--- src/vcc_pkg.sv ---
// Purpose: shared constants and types of the vm call / clear check unit
// Assumes: 32-bit register port, word offsets are byte addresses
// Notes: identity values here are arbitrary
package vcc_pkg;
  // register byte offsets
  localparam logic [7:0] REG_CTRL = 8'h00;
  localparam logic [7:0] REG_MODE = 8'h04;
  localparam logic [7:0] REG_SEC_CAPS_HI = 8'h08;
  localparam logic [7:0] REG_TAG_CAPS_HI = 8'h0C;
  localparam logic [7:0] REG_BASIC_CAPS_HI = 8'h10;
  localparam logic [7:0] REG_OP_LO = 8'h14;
  localparam logic [7:0] REG_OP_HI = 8'h18;
  localparam logic [7:0] REG_CUR_LO = 8'h1C;
  localparam logic [7:0] REG_CUR_HI = 8'h20;
  localparam logic [7:0] REG_EN_LO = 8'h24;
  localparam logic [7:0] REG_EN_HI = 8'h28;
  localparam logic [7:0] REG_MONITOR_SEGMENT_REV = 8'h2C;
  localparam logic [7:0] REG_STATUS = 8'h30;
  localparam logic [7:0] REG_LAUNCH = 8'h34;
  // mode register fields
  localparam int MODE_VIRT_ON = 0;
  localparam int MODE_NON_ROOT = 1;
  localparam int MODE_PROT_EN = 2;
  localparam int MODE_V86 = 3;
  localparam int MODE_LMA = 4;
  localparam int MODE_CS_LONG = 5;
  localparam int MODE_CPL_LO = 6;
  localparam int MODE_SMM = 8;
  localparam int MODE_DUAL_SUP = 9;
  localparam int MODE_MONCTL_VALID = 10;
  localparam int MODE_REG_OPERAND = 11;
  localparam int MODE_STACK_SEG = 12;
  localparam int MODE_SEG_LIMIT = 13;
  localparam int MODE_SEG_UNUSABLE = 14;
  localparam int MODE_EXEC_ONLY = 15;
  localparam int MODE_PAGE_FAULT = 16;
  localparam int MODE_EXIT_CTL_OK = 17;
  localparam int MODE_FEAT_OK = 18;
  localparam logic [31:0] MODE_RESET = 32'h0000_0000;
  // capability bits inside the upper capability words
  localparam int CAP_SEC_TAG_BIT = 5;    // bit 37 overall
  localparam int CAP_TAG_INSTR_BIT = 0;  // bit 32 overall
  localparam int CAP_BASIC_32B_BIT = 16; // bit 48 overall
  // control register fields
  localparam int CTRL_KIND_LO = 0;
  localparam int CTRL_DUAL_CLR = 4;
  // status register fields
  localparam int ST_BUSY = 0;
  localparam int ST_DONE = 1;
  localparam int ST_RES_LO = 2;
  localparam int ST_CF = 6;
  localparam int ST_ZF = 7;
  localparam int ST_MGMT = 8;
  localparam int ST_DUAL = 9;
  localparam int ST_ERR_LO = 16;
  localparam int ST_EXIT_LO = 24;
  localparam logic [63:0] PTR_INVALID = 64'hFFFF_FFFF_FFFF_FFFF;
  localparam logic [7:0] EXIT_MONITOR_CALL = 8'h12;
  localparam logic [7:0] ERR_NONE = 8'h00;
  localparam logic [7:0] ERR_CALL_ROOT = 8'h01;
  localparam logic [7:0] ERR_FLUSH_BADADDR = 8'h02;
  localparam logic [7:0] ERR_FLUSH_ENPTR = 8'h03;
  localparam logic [7:0] ERR_CALL_NONCLEAR = 8'h04;
  localparam logic [7:0] ERR_CALL_EXITCTL = 8'h05;
  localparam logic [7:0] ERR_CALL_MONITOR_SEGMENT_REV = 8'h06;
  localparam logic [7:0] ERR_CALL_FEATURES = 8'h07;
  typedef enum logic [1:0] {K_NONE, K_TAG, K_CALL, K_FLUSH} vcc_kind_e;
  typedef enum logic [3:0] {
    R_NONE, R_SUCCESS, R_FAIL_INVALID, R_FAIL_VALID, R_UD, R_GP, R_SS, R_PF,
    R_VM_EXIT, R_MGMT_EXIT
  } vcc_res_e;
endpackage : vcc_pkg

--- src/vcc_addr_if.sv ---
// Purpose: operand address and its check results between the check modules
// Assumes: one clock domain, purely combinational checks
// Notes: the main unit drives address and widths, checkers answer
`timescale 1ns/1ps
interface vcc_addr_if;
  logic [63:0] addr;
  logic [6:0] pa_bits;
  logic limit_32b;
  logic non_canon;
  logic bad_phys;
  modport user (output addr, output pa_bits, output limit_32b, input non_canon, input bad_phys);
  modport canon (input addr, output non_canon);
  modport phys (input addr, input pa_bits, input limit_32b, output bad_phys);
endinterface : vcc_addr_if

--- src/vcc_canon_chk.sv ---
// Purpose: flags a linear address that is not in canonical form
// Assumes: LIN_BITS implemented linear bits
// Notes: bits above LIN_BITS-1 must all copy the top implemented bit
`timescale 1ns/1ps
module vcc_canon_chk #(
  parameter int LIN_BITS = 48
) (
  vcc_addr_if.canon a
);
  initial begin
    if (LIN_BITS < 32 || LIN_BITS > 63) $error("LIN_BITS out of range");
  end
  assign a.non_canon = !((&a.addr[63:LIN_BITS-1]) || (~|a.addr[63:LIN_BITS-1]));
endmodule : vcc_canon_chk

--- src/vcc_check_unit.sv ---
// Purpose: fault checks and effects of tag invalidate, monitor call and block flush
// Assumes: core state and capabilities are mirrored into registers by software
// Notes: a control register write with a nonzero kind field, taken in idle, starts one instruction
//
// Design decisions made here: strobed register access and the register addresses.
`timescale 1ns/1ps
module vcc_check_unit import vcc_pkg::*; #(
  parameter int PA_BITS = 36,
  parameter int SLOT_BITS = 4,
  parameter logic [31:0] MONITOR_SEGMENT_REVISION = 32'h0000_0001 // arbitrary value
) (
  // clock and reset
  input wire logic clk,
  input wire logic arst_n,
  // register port
  input wire logic [7:0] addr,
  input wire logic [31:0] wr_data,
  input wire logic wr_en,
  input wire logic rd_en,
  output logic [31:0] rd_data,
  // core status
  output logic busy,
  output logic sys_mgmt_mode,
  output logic done
);
  initial begin
    if (PA_BITS < 32 || PA_BITS > 52) $error("PA_BITS out of range");
    if (SLOT_BITS < 1 || SLOT_BITS > 8) $error("SLOT_BITS out of range");
  end

  typedef enum logic [1:0] {S_IDLE, S_EVAL, S_REV, S_FEAT} vcc_state_e;

  vcc_state_e state, next_state;
  vcc_kind_e kind, next_kind;
  vcc_res_e res, next_res;
  logic [31:0] mode, next_mode, sec_hi, next_sec_hi, tag_hi, next_tag_hi;
  logic [31:0] basic_hi, next_basic_hi, monitor_segment_rev, next_monitor_segment_rev;
  logic [63:0] op, next_op, cur, next_cur, en_ptr, next_en_ptr;
  logic [7:0] err, next_err, exit_reason, next_exit_reason;
  logic done_q, next_done_q, mgmt, next_mgmt, dual, next_dual;
  logic [(1<<SLOT_BITS)-1:0] launched, next_launched;
  logic [31:0] next_rd_data;
  logic done_p, next_done_p;

  vcc_addr_if ai ();
  vcc_canon_chk #(.LIN_BITS(48)) u_canon (.a(ai));
  vcc_phys_chk u_phys (.a(ai));
  assign ai.addr = op;
  assign ai.pa_bits = 7'(PA_BITS);
  assign ai.limit_32b = basic_hi[CAP_BASIC_32B_BIT];

  // decoded core state
  logic virt_on, non_root, compat, long64, v86, cpl_nz, cur_valid, cur_launched;
  logic [SLOT_BITS-1:0] cur_slot, op_slot;
  assign virt_on = mode[MODE_VIRT_ON];
  assign non_root = mode[MODE_NON_ROOT];
  assign v86 = mode[MODE_V86];
  assign compat = mode[MODE_LMA] && !mode[MODE_CS_LONG];
  assign long64 = mode[MODE_LMA] && mode[MODE_CS_LONG];
  assign cpl_nz = |mode[MODE_CPL_LO +: 2];
  assign cur_valid = cur != PTR_INVALID;
  assign cur_slot = cur[12 +: SLOT_BITS];
  assign op_slot = op[12 +: SLOT_BITS];
  assign cur_launched = launched[cur_slot];

  logic wr_ctrl, wr_ok;
  assign wr_ok = wr_en && state == S_IDLE;
  assign wr_ctrl = wr_ok && addr == REG_CTRL;

  // instruction evaluation, first matching check wins
  vcc_res_e ev_res;
  logic [7:0] ev_err;
  logic ev_exit, ev_to_rev;
  always_comb begin
    ev_res = R_SUCCESS;
    ev_err = ERR_NONE;
    ev_exit = 1'b0;
    ev_to_rev = 1'b0;
    case (kind)
      K_TAG: begin
        if (!virt_on || !mode[MODE_PROT_EN] || v86 || compat) begin
          ev_res = R_UD;
        end else if (!sec_hi[CAP_SEC_TAG_BIT] || !tag_hi[CAP_TAG_INSTR_BIT]) begin
          ev_res = R_UD;
        end else if (non_root) begin
          ev_res = R_VM_EXIT;
        end else if (cpl_nz) begin
          ev_res = R_GP;
        end else if (long64 && ai.non_canon) begin
          ev_res = mode[MODE_STACK_SEG] ? R_SS : R_GP;
        end else if (mode[MODE_PAGE_FAULT]) begin
          ev_res = R_PF;
        end
      end
      K_CALL: begin
        if (!virt_on) begin
          ev_res = R_UD;
        end else if (non_root) begin
          ev_res = R_VM_EXIT;
          ev_exit = 1'b1;
        end else if (v86 || compat) begin
          ev_res = R_UD;
        end else if (cpl_nz) begin
          ev_res = R_GP;
        end else if (mode[MODE_SMM] || !mode[MODE_DUAL_SUP] || !mode[MODE_MONCTL_VALID]) begin
          ev_res = cur_valid ? R_FAIL_VALID : R_FAIL_INVALID;
          ev_err = cur_valid ? ERR_CALL_ROOT : ERR_NONE;
        end else if (dual) begin
          ev_res = R_MGMT_EXIT;
        end else if (!cur_valid) begin
          ev_res = R_FAIL_INVALID;
        end else if (cur_launched) begin
          ev_res = R_FAIL_VALID;
          ev_err = ERR_CALL_NONCLEAR;
        end else if (!mode[MODE_EXIT_CTL_OK]) begin
          ev_res = R_FAIL_VALID;
          ev_err = ERR_CALL_EXITCTL;
        end else begin
          ev_res = R_NONE;
          ev_to_rev = 1'b1;
        end
      end
      K_FLUSH: begin
        if (mode[MODE_REG_OPERAND] || !virt_on || !mode[MODE_PROT_EN] || v86 || compat) begin
          ev_res = R_UD;
        end else if (non_root) begin
          ev_res = R_VM_EXIT;
        end else if (cpl_nz) begin
          ev_res = R_GP;
        end else if (long64 && ai.non_canon) begin
          ev_res = mode[MODE_STACK_SEG] ? R_SS : R_GP;
        end else if (!long64 && (mode[MODE_SEG_LIMIT] || mode[MODE_SEG_UNUSABLE])) begin
          ev_res = mode[MODE_STACK_SEG] ? R_SS : R_GP;
        end else if (!long64 && mode[MODE_EXEC_ONLY]) begin
          ev_res = R_GP;
        end else if (mode[MODE_PAGE_FAULT]) begin
          ev_res = R_PF;
        end else if (ai.bad_phys) begin
          ev_res = cur_valid ? R_FAIL_VALID : R_FAIL_INVALID;
          ev_err = cur_valid ? ERR_FLUSH_BADADDR : ERR_NONE;
        end else if (op == en_ptr) begin
          ev_res = cur_valid ? R_FAIL_VALID : R_FAIL_INVALID;
          ev_err = cur_valid ? ERR_FLUSH_ENPTR : ERR_NONE;
        end
      end
      default: begin
        ev_res = R_NONE;
      end
    endcase
  end

  // sequencer and register file next values
  always_comb begin
    next_state = state;
    next_kind = kind;
    next_res = res;
    next_err = err;
    next_exit_reason = exit_reason;
    next_done_q = done_q;
    next_done_p = 1'b0;
    next_mgmt = mgmt;
    next_dual = dual;
    next_mode = mode;
    next_sec_hi = sec_hi;
    next_tag_hi = tag_hi;
    next_basic_hi = basic_hi;
    next_monitor_segment_rev = monitor_segment_rev;
    next_op = op;
    next_cur = cur;
    next_en_ptr = en_ptr;
    next_launched = launched;
    if (wr_ok) begin
      if (wr_ctrl) begin
        if (wr_data[CTRL_DUAL_CLR]) begin
          next_dual = 1'b0;
        end
        if (wr_data[CTRL_KIND_LO +: 2] != 2'h0) begin
          next_kind = vcc_kind_e'(wr_data[CTRL_KIND_LO +: 2]);
          next_state = S_EVAL;
          next_done_q = 1'b0;
          next_res = R_NONE;
          next_err = ERR_NONE;
          next_exit_reason = 8'h00;
        end
      end else if (addr == REG_MODE) begin
        next_mode = wr_data;
      end else if (addr == REG_SEC_CAPS_HI) begin
        next_sec_hi = wr_data;
      end else if (addr == REG_TAG_CAPS_HI) begin
        next_tag_hi = wr_data;
      end else if (addr == REG_BASIC_CAPS_HI) begin
        next_basic_hi = wr_data;
      end else if (addr == REG_OP_LO) begin
        next_op[31:0] = wr_data;
      end else if (addr == REG_OP_HI) begin
        next_op[63:32] = wr_data;
      end else if (addr == REG_CUR_LO) begin
        next_cur[31:0] = wr_data;
      end else if (addr == REG_CUR_HI) begin
        next_cur[63:32] = wr_data;
      end else if (addr == REG_EN_LO) begin
        next_en_ptr[31:0] = wr_data;
      end else if (addr == REG_EN_HI) begin
        next_en_ptr[63:32] = wr_data;
      end else if (addr == REG_MONITOR_SEGMENT_REV) begin
        next_monitor_segment_rev = wr_data;
      end else if (addr == REG_LAUNCH) begin
        next_launched[cur_slot] = wr_data[0];
      end
    end
    case (state)
      S_EVAL: begin
        next_res = ev_res;
        next_err = ev_err;
        next_exit_reason = ev_exit ? EXIT_MONITOR_CALL : 8'h00;
        if (ev_to_rev) begin
          next_mgmt = 1'b1;
          next_state = S_REV;
        end else begin
          next_state = S_IDLE;
          next_done_q = 1'b1;
          next_done_p = 1'b1;
          if (kind == K_FLUSH && ev_res == R_SUCCESS) begin
            next_launched[op_slot] = 1'b0;
            if (op == cur) begin
              next_cur = PTR_INVALID;
            end
          end
        end
      end
      S_REV: begin
        if (monitor_segment_rev != MONITOR_SEGMENT_REVISION) begin
          next_mgmt = 1'b0;
          next_res = R_FAIL_VALID;
          next_err = ERR_CALL_MONITOR_SEGMENT_REV;
          next_state = S_IDLE;
          next_done_q = 1'b1;
          next_done_p = 1'b1;
        end else begin
          next_state = S_FEAT;
        end
      end
      S_FEAT: begin
        next_state = S_IDLE;
        next_done_q = 1'b1;
        next_done_p = 1'b1;
        if (!mode[MODE_FEAT_OK]) begin
          next_mgmt = 1'b0;
          next_res = R_FAIL_VALID;
          next_err = ERR_CALL_FEATURES;
        end else begin
          next_dual = 1'b1;
          next_res = R_SUCCESS;
        end
      end
      default: begin
      end
    endcase
  end

  // success clears both flags, no-block sets carry, recorded error sets zero
  logic flag_cf, flag_zf;
  assign flag_cf = res == R_FAIL_INVALID;
  assign flag_zf = res == R_FAIL_VALID;

  always_comb begin
    next_rd_data = 32'h0000_0000;
    if (rd_en) begin
      if (addr == REG_MODE) begin
        next_rd_data = mode;
      end else if (addr == REG_SEC_CAPS_HI) begin
        next_rd_data = sec_hi;
      end else if (addr == REG_TAG_CAPS_HI) begin
        next_rd_data = tag_hi;
      end else if (addr == REG_BASIC_CAPS_HI) begin
        next_rd_data = basic_hi;
      end else if (addr == REG_OP_LO) begin
        next_rd_data = op[31:0];
      end else if (addr == REG_OP_HI) begin
        next_rd_data = op[63:32];
      end else if (addr == REG_CUR_LO) begin
        next_rd_data = cur[31:0];
      end else if (addr == REG_CUR_HI) begin
        next_rd_data = cur[63:32];
      end else if (addr == REG_EN_LO) begin
        next_rd_data = en_ptr[31:0];
      end else if (addr == REG_EN_HI) begin
        next_rd_data = en_ptr[63:32];
      end else if (addr == REG_MONITOR_SEGMENT_REV) begin
        next_rd_data = monitor_segment_rev;
      end else if (addr == REG_STATUS) begin
        next_rd_data[ST_BUSY] = state != S_IDLE;
        next_rd_data[ST_DONE] = done_q;
        next_rd_data[ST_RES_LO +: 4] = res;
        next_rd_data[ST_CF] = flag_cf;
        next_rd_data[ST_ZF] = flag_zf;
        next_rd_data[ST_MGMT] = mgmt;
        next_rd_data[ST_DUAL] = dual;
        next_rd_data[ST_ERR_LO +: 8] = err;
        next_rd_data[ST_EXIT_LO +: 8] = exit_reason;
      end else if (addr == REG_LAUNCH) begin
        next_rd_data[0] = cur_launched;
      end
    end
  end

  always_ff @(posedge clk or negedge arst_n) begin
    if (!arst_n) begin
      state <= S_IDLE;
      kind <= K_NONE;
      res <= R_NONE;
      err <= ERR_NONE;
      exit_reason <= 8'h00;
      done_q <= 1'b0;
      done_p <= 1'b0;
      mgmt <= 1'b0;
      dual <= 1'b0;
      mode <= MODE_RESET;
      sec_hi <= 32'h0000_0000;
      tag_hi <= 32'h0000_0000;
      basic_hi <= 32'h0000_0000;
      monitor_segment_rev <= 32'h0000_0000;
      op <= 64'h0000_0000_0000_0000;
      cur <= PTR_INVALID;
      en_ptr <= 64'h0000_0000_0000_0000;
      launched <= '0;
      rd_data <= 32'h0000_0000;
    end else begin
      state <= next_state;
      kind <= next_kind;
      res <= next_res;
      err <= next_err;
      exit_reason <= next_exit_reason;
      done_q <= next_done_q;
      done_p <= next_done_p;
      mgmt <= next_mgmt;
      dual <= next_dual;
      mode <= next_mode;
      sec_hi <= next_sec_hi;
      tag_hi <= next_tag_hi;
      basic_hi <= next_basic_hi;
      monitor_segment_rev <= next_monitor_segment_rev;
      op <= next_op;
      cur <= next_cur;
      en_ptr <= next_en_ptr;
      launched <= next_launched;
      rd_data <= next_rd_data;
    end
  end

  assign busy = state != S_IDLE;
  assign sys_mgmt_mode = mgmt;
  assign done = done_p;

  logic in_eval;
  assign in_eval = state == S_EVAL;
endmodule : vcc_check_unit

--- src/vcc_phys_chk.sv ---
// Purpose: flags a bad control-block physical address
// Assumes: pa_bits between 32 and 52
// Notes: 4 KB alignment, width limit, optional 32-bit limit
`timescale 1ns/1ps
module vcc_phys_chk (
  vcc_addr_if.phys a
);
  logic [63:0] high_mask;
  always_comb begin
    high_mask = PTR_MASK(a.pa_bits);
  end
  function automatic logic [63:0] PTR_MASK(input logic [6:0] bits);
    PTR_MASK = ~((64'h1 << bits) - 64'h1);
  endfunction : PTR_MASK
  // alignment and width; 32-bit limit when the capability asks for it
  assign a.bad_phys = (|a.addr[11:0]) || (|(a.addr & high_mask)) ||
                      (a.limit_32b && (|a.addr[63:32]));
endmodule : vcc_phys_chk

--- config.mk ---
export PLATFORM = sky130hd
export DESIGN_NAME = vcc_check_unit
export DESIGN_NICKNAME = d
export VERILOG_FILES = /design/src/vcc_pkg.sv /design/src/vcc_addr_if.sv /design/src/vcc_canon_chk.sv /design/src/vcc_check_unit.sv /design/src/vcc_phys_chk.sv
export SDC_FILE = /design/constraint.sdc
export NUM_CORES = 1
export LEC_CHECK = 0
export BUFFER_PORTS_ARGS = -buffer_cell sky130_fd_sc_hd__buf_4
export CORE_MARGIN = 2
export CORE_UTILIZATION = 60
export CTS_BUF_LIST = sky130_fd_sc_hd__clkbuf_8
export DETAILED_ROUTE_END_ITERATION = 16
export PLACE_DENSITY = 0.75
export SETUP_SLACK_MARGIN = 0.4
export SYNTH_ARGS = -nofsm -noshare
export SYNTH_HDL_FRONTEND = slang
export SYNTH_SLANG_ARGS = --single-unit
--- constraint.sdc ---
create_clock -name clk -period 5.12 [get_ports clk]
set_input_delay 0.768 -clock clk [delete_from_list [all_inputs] [get_ports clk]]
set_output_delay 0.768 -clock clk [all_outputs]
set_load 0.005 [all_outputs]
==> out/metrics.yaml, run 1 <==
required_ps: 5680
ff2ff_setup_slack_ps: 1130
p_total_uw: 7620
fin_tns_setup_ps: 0
initial_core_util_pct: 61.0
die_area_sq_um: 37700
ir_drop_uv: 290
syn_area_per_cell_sq_um: 11.5
worstSetupStartpointType: "register"
max_freq_ghz: 0.251
drive_gt1_share_pct: 33.8
post-dp-hpwl_mm: 56.8
tightest_slew_ps: 1360
first_pass_iters: 7
cts_tree: "done"
num_vias: 17700
grt_pass1_wl_mm: 119
setup_violations: 0
postCtsHoldBufs: 0
via_per_inst: 7.17
track_usage_pct: 43.3
synth_common_cells: "357 x dfrtp_1, 299 x mux2_2, 91 x mux2i_1, 82 x a21oi_1, 80 x nor2_1"
drtAntennaViolNets: 0
finalCritPeriodShare_pct: 77.9
slew_headroom_pct: 8.83
cts-root-buf: "clkbuf_8"
hold_path.class: "primary input to async pin"
rsz0062_at_grt: "false"
num_io_pins: 79
layout_min_cycle_time_ps: 3990
num_rows: 69
powerDensity_nw_per_um2: 317
synthCells: 1881
r2r_start: "ai.addr[47]$_DFFE_PN0P_"
cts_num_sinks: 421
layout.nets: 1994
antenna_found_initial: 5
clkTransAtPathRegs_ps: 50
clk_latency_ps: 650
cts_max_level: 3
drc_errors: 0
p_int_uw: 5410
critPathArrivalTime_ps: 4550
finalHoldViolCount: 0
drt_iter0_markers: 2391
pwr-share-clk_pct: 39.2
wl_mm: 81.5
routedWlPerCell_microns: 33.0
ctsResizeCount: 0
final_area_sq_um: 24100
die_w_microns: 194
ys_top_cells_by_area: "dfrtp_1 41%, mux2_2 16%, dfstp_2 7.8%"
r2r_end: "cur[18]$_DFF_PN1_"
areaGrowthSynthToFinish_pct: 10.9
yosys.cell_types.count: 73
grt_pass1_vias: 17200
synth_edf_count: 0
synth_top_flop_cell: "dfrtp_1"
combPwrFrac_pct: 12.3
ys_warn_count: 0
criticalPathCategory: "register to register"
synth_most_common_cell: "dfrtp_1"
ys_ff_latch: 421
power_switching_uw: 2210
hold_ws_ps: 160
numCtsBuffers: 73
path_max_fanout: 33
seq_power_share_pct: 48.5
p_leak_uw: 0.0109
syn_area_sq_um: 21700
max-cap-violations: 0
sw_frac_of_total_pct: 29.0
ys_seq_area_share_pct: 48.9
io_buffers: 78
async_reset_ff_share_pct: 100
overflow: 0
post_cts_buffers: 0
dieHeight_microns: 194
place_area_sq_um: 22600
endpoint_kind: "register"
status: "completed"
synth_top_area_share_pct: 41.2
gp_congestion: 1.07
worst-r2r-cell-count: 8
grt_max_degree: 138
final_util_pct: 67.6
clockBufferDepth: 3
syn_nets: 1929
core_sq_um: 35600
finClkSkew_ps: 39.2
slew_violations: 0
synth_area_leader_cell: "dfrtp_1"
-- critical path: stages (launching register included) --
cell       delay, ps
dfrtp_1          470
nor4_1           700
nand4_1          380
o22a_4           370
a2111oi_4        490
and4b_1          260
or4b_4           760
buf_12           320
nand2_2           90
-- placed cells by master, fill, tap and decap left out, drive strengths merged, types with 5 or more instances in the layout --
cell | synthesis | final
diode | 0 | 6
o21a | 5 | 5
clkbuf | 62 | 90
nand3 | 19 | 19
nand2 | 128 | 128
mux2i | 91 | 91
and2 | 11 | 11
xor2 | 64 | 64
a21boi | 5 | 5
nor3 | 29 | 29
or4b | 5 | 5
nor2b | 5 | 5
nor4b | 6 | 6
inv | 13 | 47
nor4 | 56 | 56
o221ai | 35 | 35
a221o | 6 | 6
nand4 | 47 | 47
a2111o | 8 | 8
nor2 | 80 | 80
a22oi | 17 | 17
or3 | 18 | 18
buf | 72 | 129
o21ai | 46 | 46
a222oi | 11 | 11
nand3b | 5 | 5
a221oi | 17 | 17
nand2b | 15 | 15
a211oi | 5 | 5
mux2 | 299 | 299
dfstp | 64 | 64
a21oi | 82 | 82
xnor2 | 64 | 64
o22ai | 58 | 58
a31oi | 18 | 18
o211ai | 8 | 8
dfrtp | 357 | 357
-- how the worst max path moves through the flow --
stage	startpoint	endpoint	cells past startpoint
3_5_place_dp	addr[5]	rd_data[14]$_DFF_PN0_	8
6_report	ai.addr[47]$_DFFE_PN0P_	cur[18]$_DFF_PN1_	8
5_1_grt	ai.addr[47]$_DFFE_PN0P_	cur[18]$_DFF_PN1_	8
3_3_place_gp	addr[5]	rd_data[14]$_DFF_PN0_	8
4_1_cts	ai.addr[47]$_DFFE_PN0P_	cur[18]$_DFF_PN1_	8
2_1_floorplan	addr[4]	rd_data[16]$_DFF_PN0_	8
-- area by class of cell --
cell class	count	area [sq um]
diodes	6	15.0
clock buffers	90	1240
clock inverters	40	163
fillers	2757	11500
inverters	13	48.8
multi-input cells	1308	10400
flip-flops and latches	421	10600
well taps	461	577
repair buffers	129	1050
-- layer usage --
metal | vias to the layer above | track usage, % | share of wire (%)
li1 | 7144 | - | -
met4 | 0 | 20.8 | 5.7
met2 | 1300 | 61.2 | 42
met5 | - | 0 | 0
met1 | 8958 | 61.1 | 40
met3 | 288 | 12.9 | 12
-- kinds of logic (layout without fill, tap and decap cells) --
| family | after synthesis | in the layout | share of synthesized area [%] |
|---|---|---|---|
| other | 0 | 6 | 0 |
| multiplexers | 394 | 394 | 20.1 |
| adder cells (fa/ha/maj) | 4 | 4 | 0.231 |
| buffers and inverters | 152 | 272 | 3.62 |
| flip-flops | 421 | 421 | 48.9 |
| AO/OA/AOI/OAI | 344 | 344 | 10.9 |
| AND/OR/NAND/NOR | 438 | 438 | 11.0 |
| XOR/XNOR | 128 | 128 | 5.17 |
-- sequential cells by signal, indices dropped and copies added (netlist names), 2 cells and up --
| name | count |
|---|---|
| ai.addr | 64 |
| cur | 64 |
| en_ptr | 64 |
| basic_hi | 32 |
| mode | 32 |
| monitor_segment_rev | 32 |
| rd_data | 32 |
| sec_hi | 32 |
| tag_hi | 32 |
| launched | 16 |
| err | 8 |
| res | 4 |
| kind | 2 |
| state | 2 |
-- power by group through the flow --
stage	combinational, uW	clock, uW	sequential (uW)
finish	934	2990	3700
global route	978	3150	3710
CTS	905	3000	3690
detailed placement	902	0	3740
global placement	894	0	3740
floorplan	516	0	3660
-- per-stage QoR --
| stage | instances | setup WS (ps) |
|---|---|---|
| 6_report | 2468 | 1130 |
| 4_1_cts | 2462 | 1360 |
| 5_1_grt | 2462 | 1080 |
| 2_1_floorplan | 1881 | 2050 |
| 3_5_place_dp | 2332 | 878 |
| 3_3_place_gp | 2332 | 978 |
(Power assumes the default switching activity.)
==> inputs of run 2 (changes only) <==
--- a/config.mk
+++ b/config.mk
@@ -5,9 +5,10 @@
 export SDC_FILE = /design/constraint.sdc
 export NUM_CORES = 1
 export LEC_CHECK = 0
+export ABC_AREA = 1
 export BUFFER_PORTS_ARGS = -buffer_cell sky130_fd_sc_hd__buf_4
 export CORE_MARGIN = 2
-export CORE_UTILIZATION = 60
+export CORE_UTILIZATION = 58
 export CTS_BUF_LIST = sky130_fd_sc_hd__clkbuf_8
 export DETAILED_ROUTE_END_ITERATION = 16
 export PLACE_DENSITY = 0.75
==> constraint.sdc (replaced) <==
create_clock -name clk -period 3.5 [get_ports clk]
set_input_delay 0.525 -clock clk [delete_from_list [all_inputs] [get_ports clk]]
set_output_delay 0.525 -clock clk [all_outputs]
set_load 0.005 [all_outputs]
==> out/metrics.yaml, run 2 <==
status: "completed"  # unchanged
max-cap-violations: 0  # unchanged
critPathArrivalTime_ps: 3580  # was 4550 ps
ys_top_cells_by_area: "dfrtp_1 40%, nand2_1 15%, o21ai_0 9.6%"  # was dfrtp_1 41%, mux2_2 16%, dfstp_2 7.8%
async_reset_ff_share_pct: 100  # unchanged
syn_area_per_cell_sq_um: 7.49  # was 11.5 sq um
clkTransAtPathRegs_ps: 60  # was 50 ps
overflow: 0  # unchanged
drt_iter0_markers: 2650  # was 2391
drtAntennaViolNets: 0  # unchanged
synth_common_cells: "887 x nand2_1, 423 x o21ai_0, 357 x dfrtp_1, 308 x inv_1, 234 x nor2_1"  # was 357 x dfrtp_1, 299 x mux2_2, 91 x mux2i_1, 82 x a21oi_1, 80 x nor2_1
synth_top_area_share_pct: 40.3  # was 41.2%
syn_nets: 3007  # was 1929
slew_violations: 0  # unchanged
path_max_fanout: 56  # was 33
ys_warn_count: 0  # unchanged
dieHeight_microns: 199  # was 194 microns
synth_most_common_cell: "nand2_1"  # was dfrtp_1
antenna_cells: 0  # was 6
clk_latency_ps: 680  # was 650 ps
ys_ff_latch: 421  # unchanged
drc_errors: 0  # unchanged
grt_pass1_wl_mm: 127  # was 119 mm
grt_pass1_vias: 20500  # was 17200
yosys.cell_types.count: 49  # was 73
cts_num_sinks: 421  # unchanged
layout.nets: 3083  # was 1994
first_pass_iters: 6  # was 7
synth_top_flop_cell: "dfrtp_1"  # unchanged
clockBufferDepth: 3  # unchanged
hold_path.class: "primary input to register"  # was primary input to async pin
startpoint: "ai.addr[2]$_DFFE_PN0P_"  # was ai.addr[47]$_DFFE_PN0P_
synthCells: 2959  # was 1881
layout.cells.most_common: "nand2_1"  # was dfrtp_1
endpoint_kind: "register"  # unchanged
routedWlPerCell_microns: 23.7  # was 33.0 microns
grt_max_degree: 93  # was 138
antenna_found_initial: 3  # was 5
numCtsBuffers: 72  # was 73
required_ps: 4060  # was 5680 ps
core_sq_um: 37700  # was 35600 sq um
via_per_inst: 6.06  # was 7.17
wl_mm: 85.4  # was 81.5 mm
tightest_slew_ps: 1030  # was 1360 ps
rsz0062_at_grt: "false"  # unchanged
post_cts_buffers: 0  # unchanged
cts_tree: "done"  # unchanged
finalHoldViolCount: 0  # unchanged
slew_headroom_pct: 31.3  # was 8.83%
num_io_pins: 79  # unchanged
die_area_sq_um: 39800  # was 37700 sq um
final_cell_mix: "874 x nand2_1, 423 x o21ai_0, 357 x dfrtp_1, 337 x inv_1, 233 x nor2_1"  # was 357 x dfrtp_1, 299 x mux2_2, 122 x buf_4, 91 x mux2i_1, 90 x clkbuf_8
criticalPathCategory: "register to register"  # unchanged
fillers: 3298  # was 2757
die_w_microns: 199  # was 194 microns
cts-root-buf: "clkbuf_8"  # unchanged
track_usage_pct: 43.8  # was 43.3%
ys_seq_area_share_pct: 47.9  # was 48.9%
finClkSkew_ps: 36.2  # was 39.2 ps
p_leak_uw: 0.0124  # was 0.0109 uW
finalCritPeriodShare_pct: 86.1  # was 77.9%
final_util_pct: 66.1  # was 67.6%
num_vias: 21800  # was 17700
setup_violations: 0  # unchanged
fin_tns_setup_ps: 0  # unchanged
drive_gt1_share_pct: 12.1  # was 33.8%
synth_edf_count: 0  # unchanged
ir_drop_uv: 403  # was 290 uV
synth_area_leader_cell: "dfrtp_1"  # unchanged
post-dp-hpwl_mm: 61.1  # was 56.8 mm
layout_min_cycle_time_ps: 3010  # was 3990 ps
num_rows: 71  # was 69
initial_core_util_pct: 58.8  # was 61.0%
hold_ws_ps: 124  # was 160 ps
powerDensity_nw_per_um2: 473  # was 317 nW/um^2
cts_max_level: 3  # unchanged
io_buffers: 78  # unchanged
syn_area_sq_um: 22200  # was 21700 sq um
r2r_start: "ai.addr[2]$_DFFE_PN0P_"  # was ai.addr[47]$_DFFE_PN0P_
areaGrowthSynthToFinish_pct: 12.4  # was 10.9%
worstSetupStartpointType: "register"  # unchanged
fin_cells: 3598  # was 2468
max_freq_ghz: 0.332  # was 0.251 GHz
dpl.cell_count: 3471  # was 2332
gp_congestion: 1.10  # was 1.07
hp-start: "wr_data[25]"
[run 2: cell types whose count changed after synthesis, sizes merged, moves of 41 or more]
cell | before | now
a21oi | 82 | 123
clkbuf | 62 | 129
inv | 13 | 312
mux2 | 299 | 1
mux2i | 91 | 0
nand2 | 128 | 887
nand3 | 19 | 82
nor2 | 80 | 239
o21ai | 46 | 426
xor2 | 64 | 22
[run 2: through the flow]
stage                     worst slack (ps)  cell area [sq um]  power (uW)
after global placement                 487              23500        7300
final                                  485              24900       11800
after floorplan                       1330              22200        6470
after CTS                              496              24900       11700
after detailed placement               457              23500        7340
after global routing                   410              24900       12200
[run 2: layer usage]
metal / share of wire (%) / global-route usage [%] / vias to the layer above
met5: 0.025 / 0 / -
met4: 8.8 / 32.2 / 4
met3: 11 / 11.3 / 373
met2: 44 / 67.0 / 1394
met1: 36 / 53.6 / 10300
li1: - / - / 9770
[run 2: repair_timing]
action	4_1_cts	5_1_grt
hold buffers	1	0
endpoints found under the hold margin	60	0
gates resized for setup	0	6
setup endpoints to repair	0	57
[run 2: final cells by class]
class,count,area (sq um),area share [%]
Clock buffer,84,1160,4.64
Timing Repair Buffer,163,1350,5.44
Tap cell,511,639,2.57
Inverter,316,1190,4.76
Clock inverter,42,241,0.969
Sequential cell,421,10600,42.6
Multi-Input combinational cell,2061,9720,39.0
[run 2: logic make-up (layout without fill, tap and decap cells)]
logic type      Yosys count  after routing  synth area share, %
mux                       1              1               0.0508
flops                   421            421                 47.9
buf+inv                 477            605                 8.43
fa+ha+maj                 4              4                0.226
compound gates          668            668                 16.6
simple gates           1332           1332                 24.5
xor+xnor                 56             56                 2.21
[run 2: worst paths after layout]
kind	cells past startpoint	end	slack (ps)
max	16	cur[58]$_DFF_PN1_	490
max in group asynchronous	3	basic_hi[9]$_DFFE_PN0P_	1930
min in group asynchronous	2	ai.addr[37]$_DFFE_PN0P_	540
min reg2reg	2	basic_hi[21]$_DFFE_PN0P_	480
min	3	cur[57]$_DFF_PN1_	120
max reg2reg	16	cur[58]$_DFF_PN1_	490
[run 2: critical path: stages, from the launching register on]
cell	delay (ps)
dfrtp_1	450
inv_1	90
nand2_1	70
nand2_1	50
nor2_1	350
nand2_1	90
nor2_1	220
nand2_1	80
nor2_1	130
nand2_1	270
nand3_1	170
nand2_1	60
nand2_1	70
nand3_2	120
nand4_4	190
buf_8	330
nand2_1	120
[run 2: where the power goes]
part / internal [uW] / switching, uW
clock: 2280 / 2150
sequential: 5200 / 360
combinational: 551 / 1260
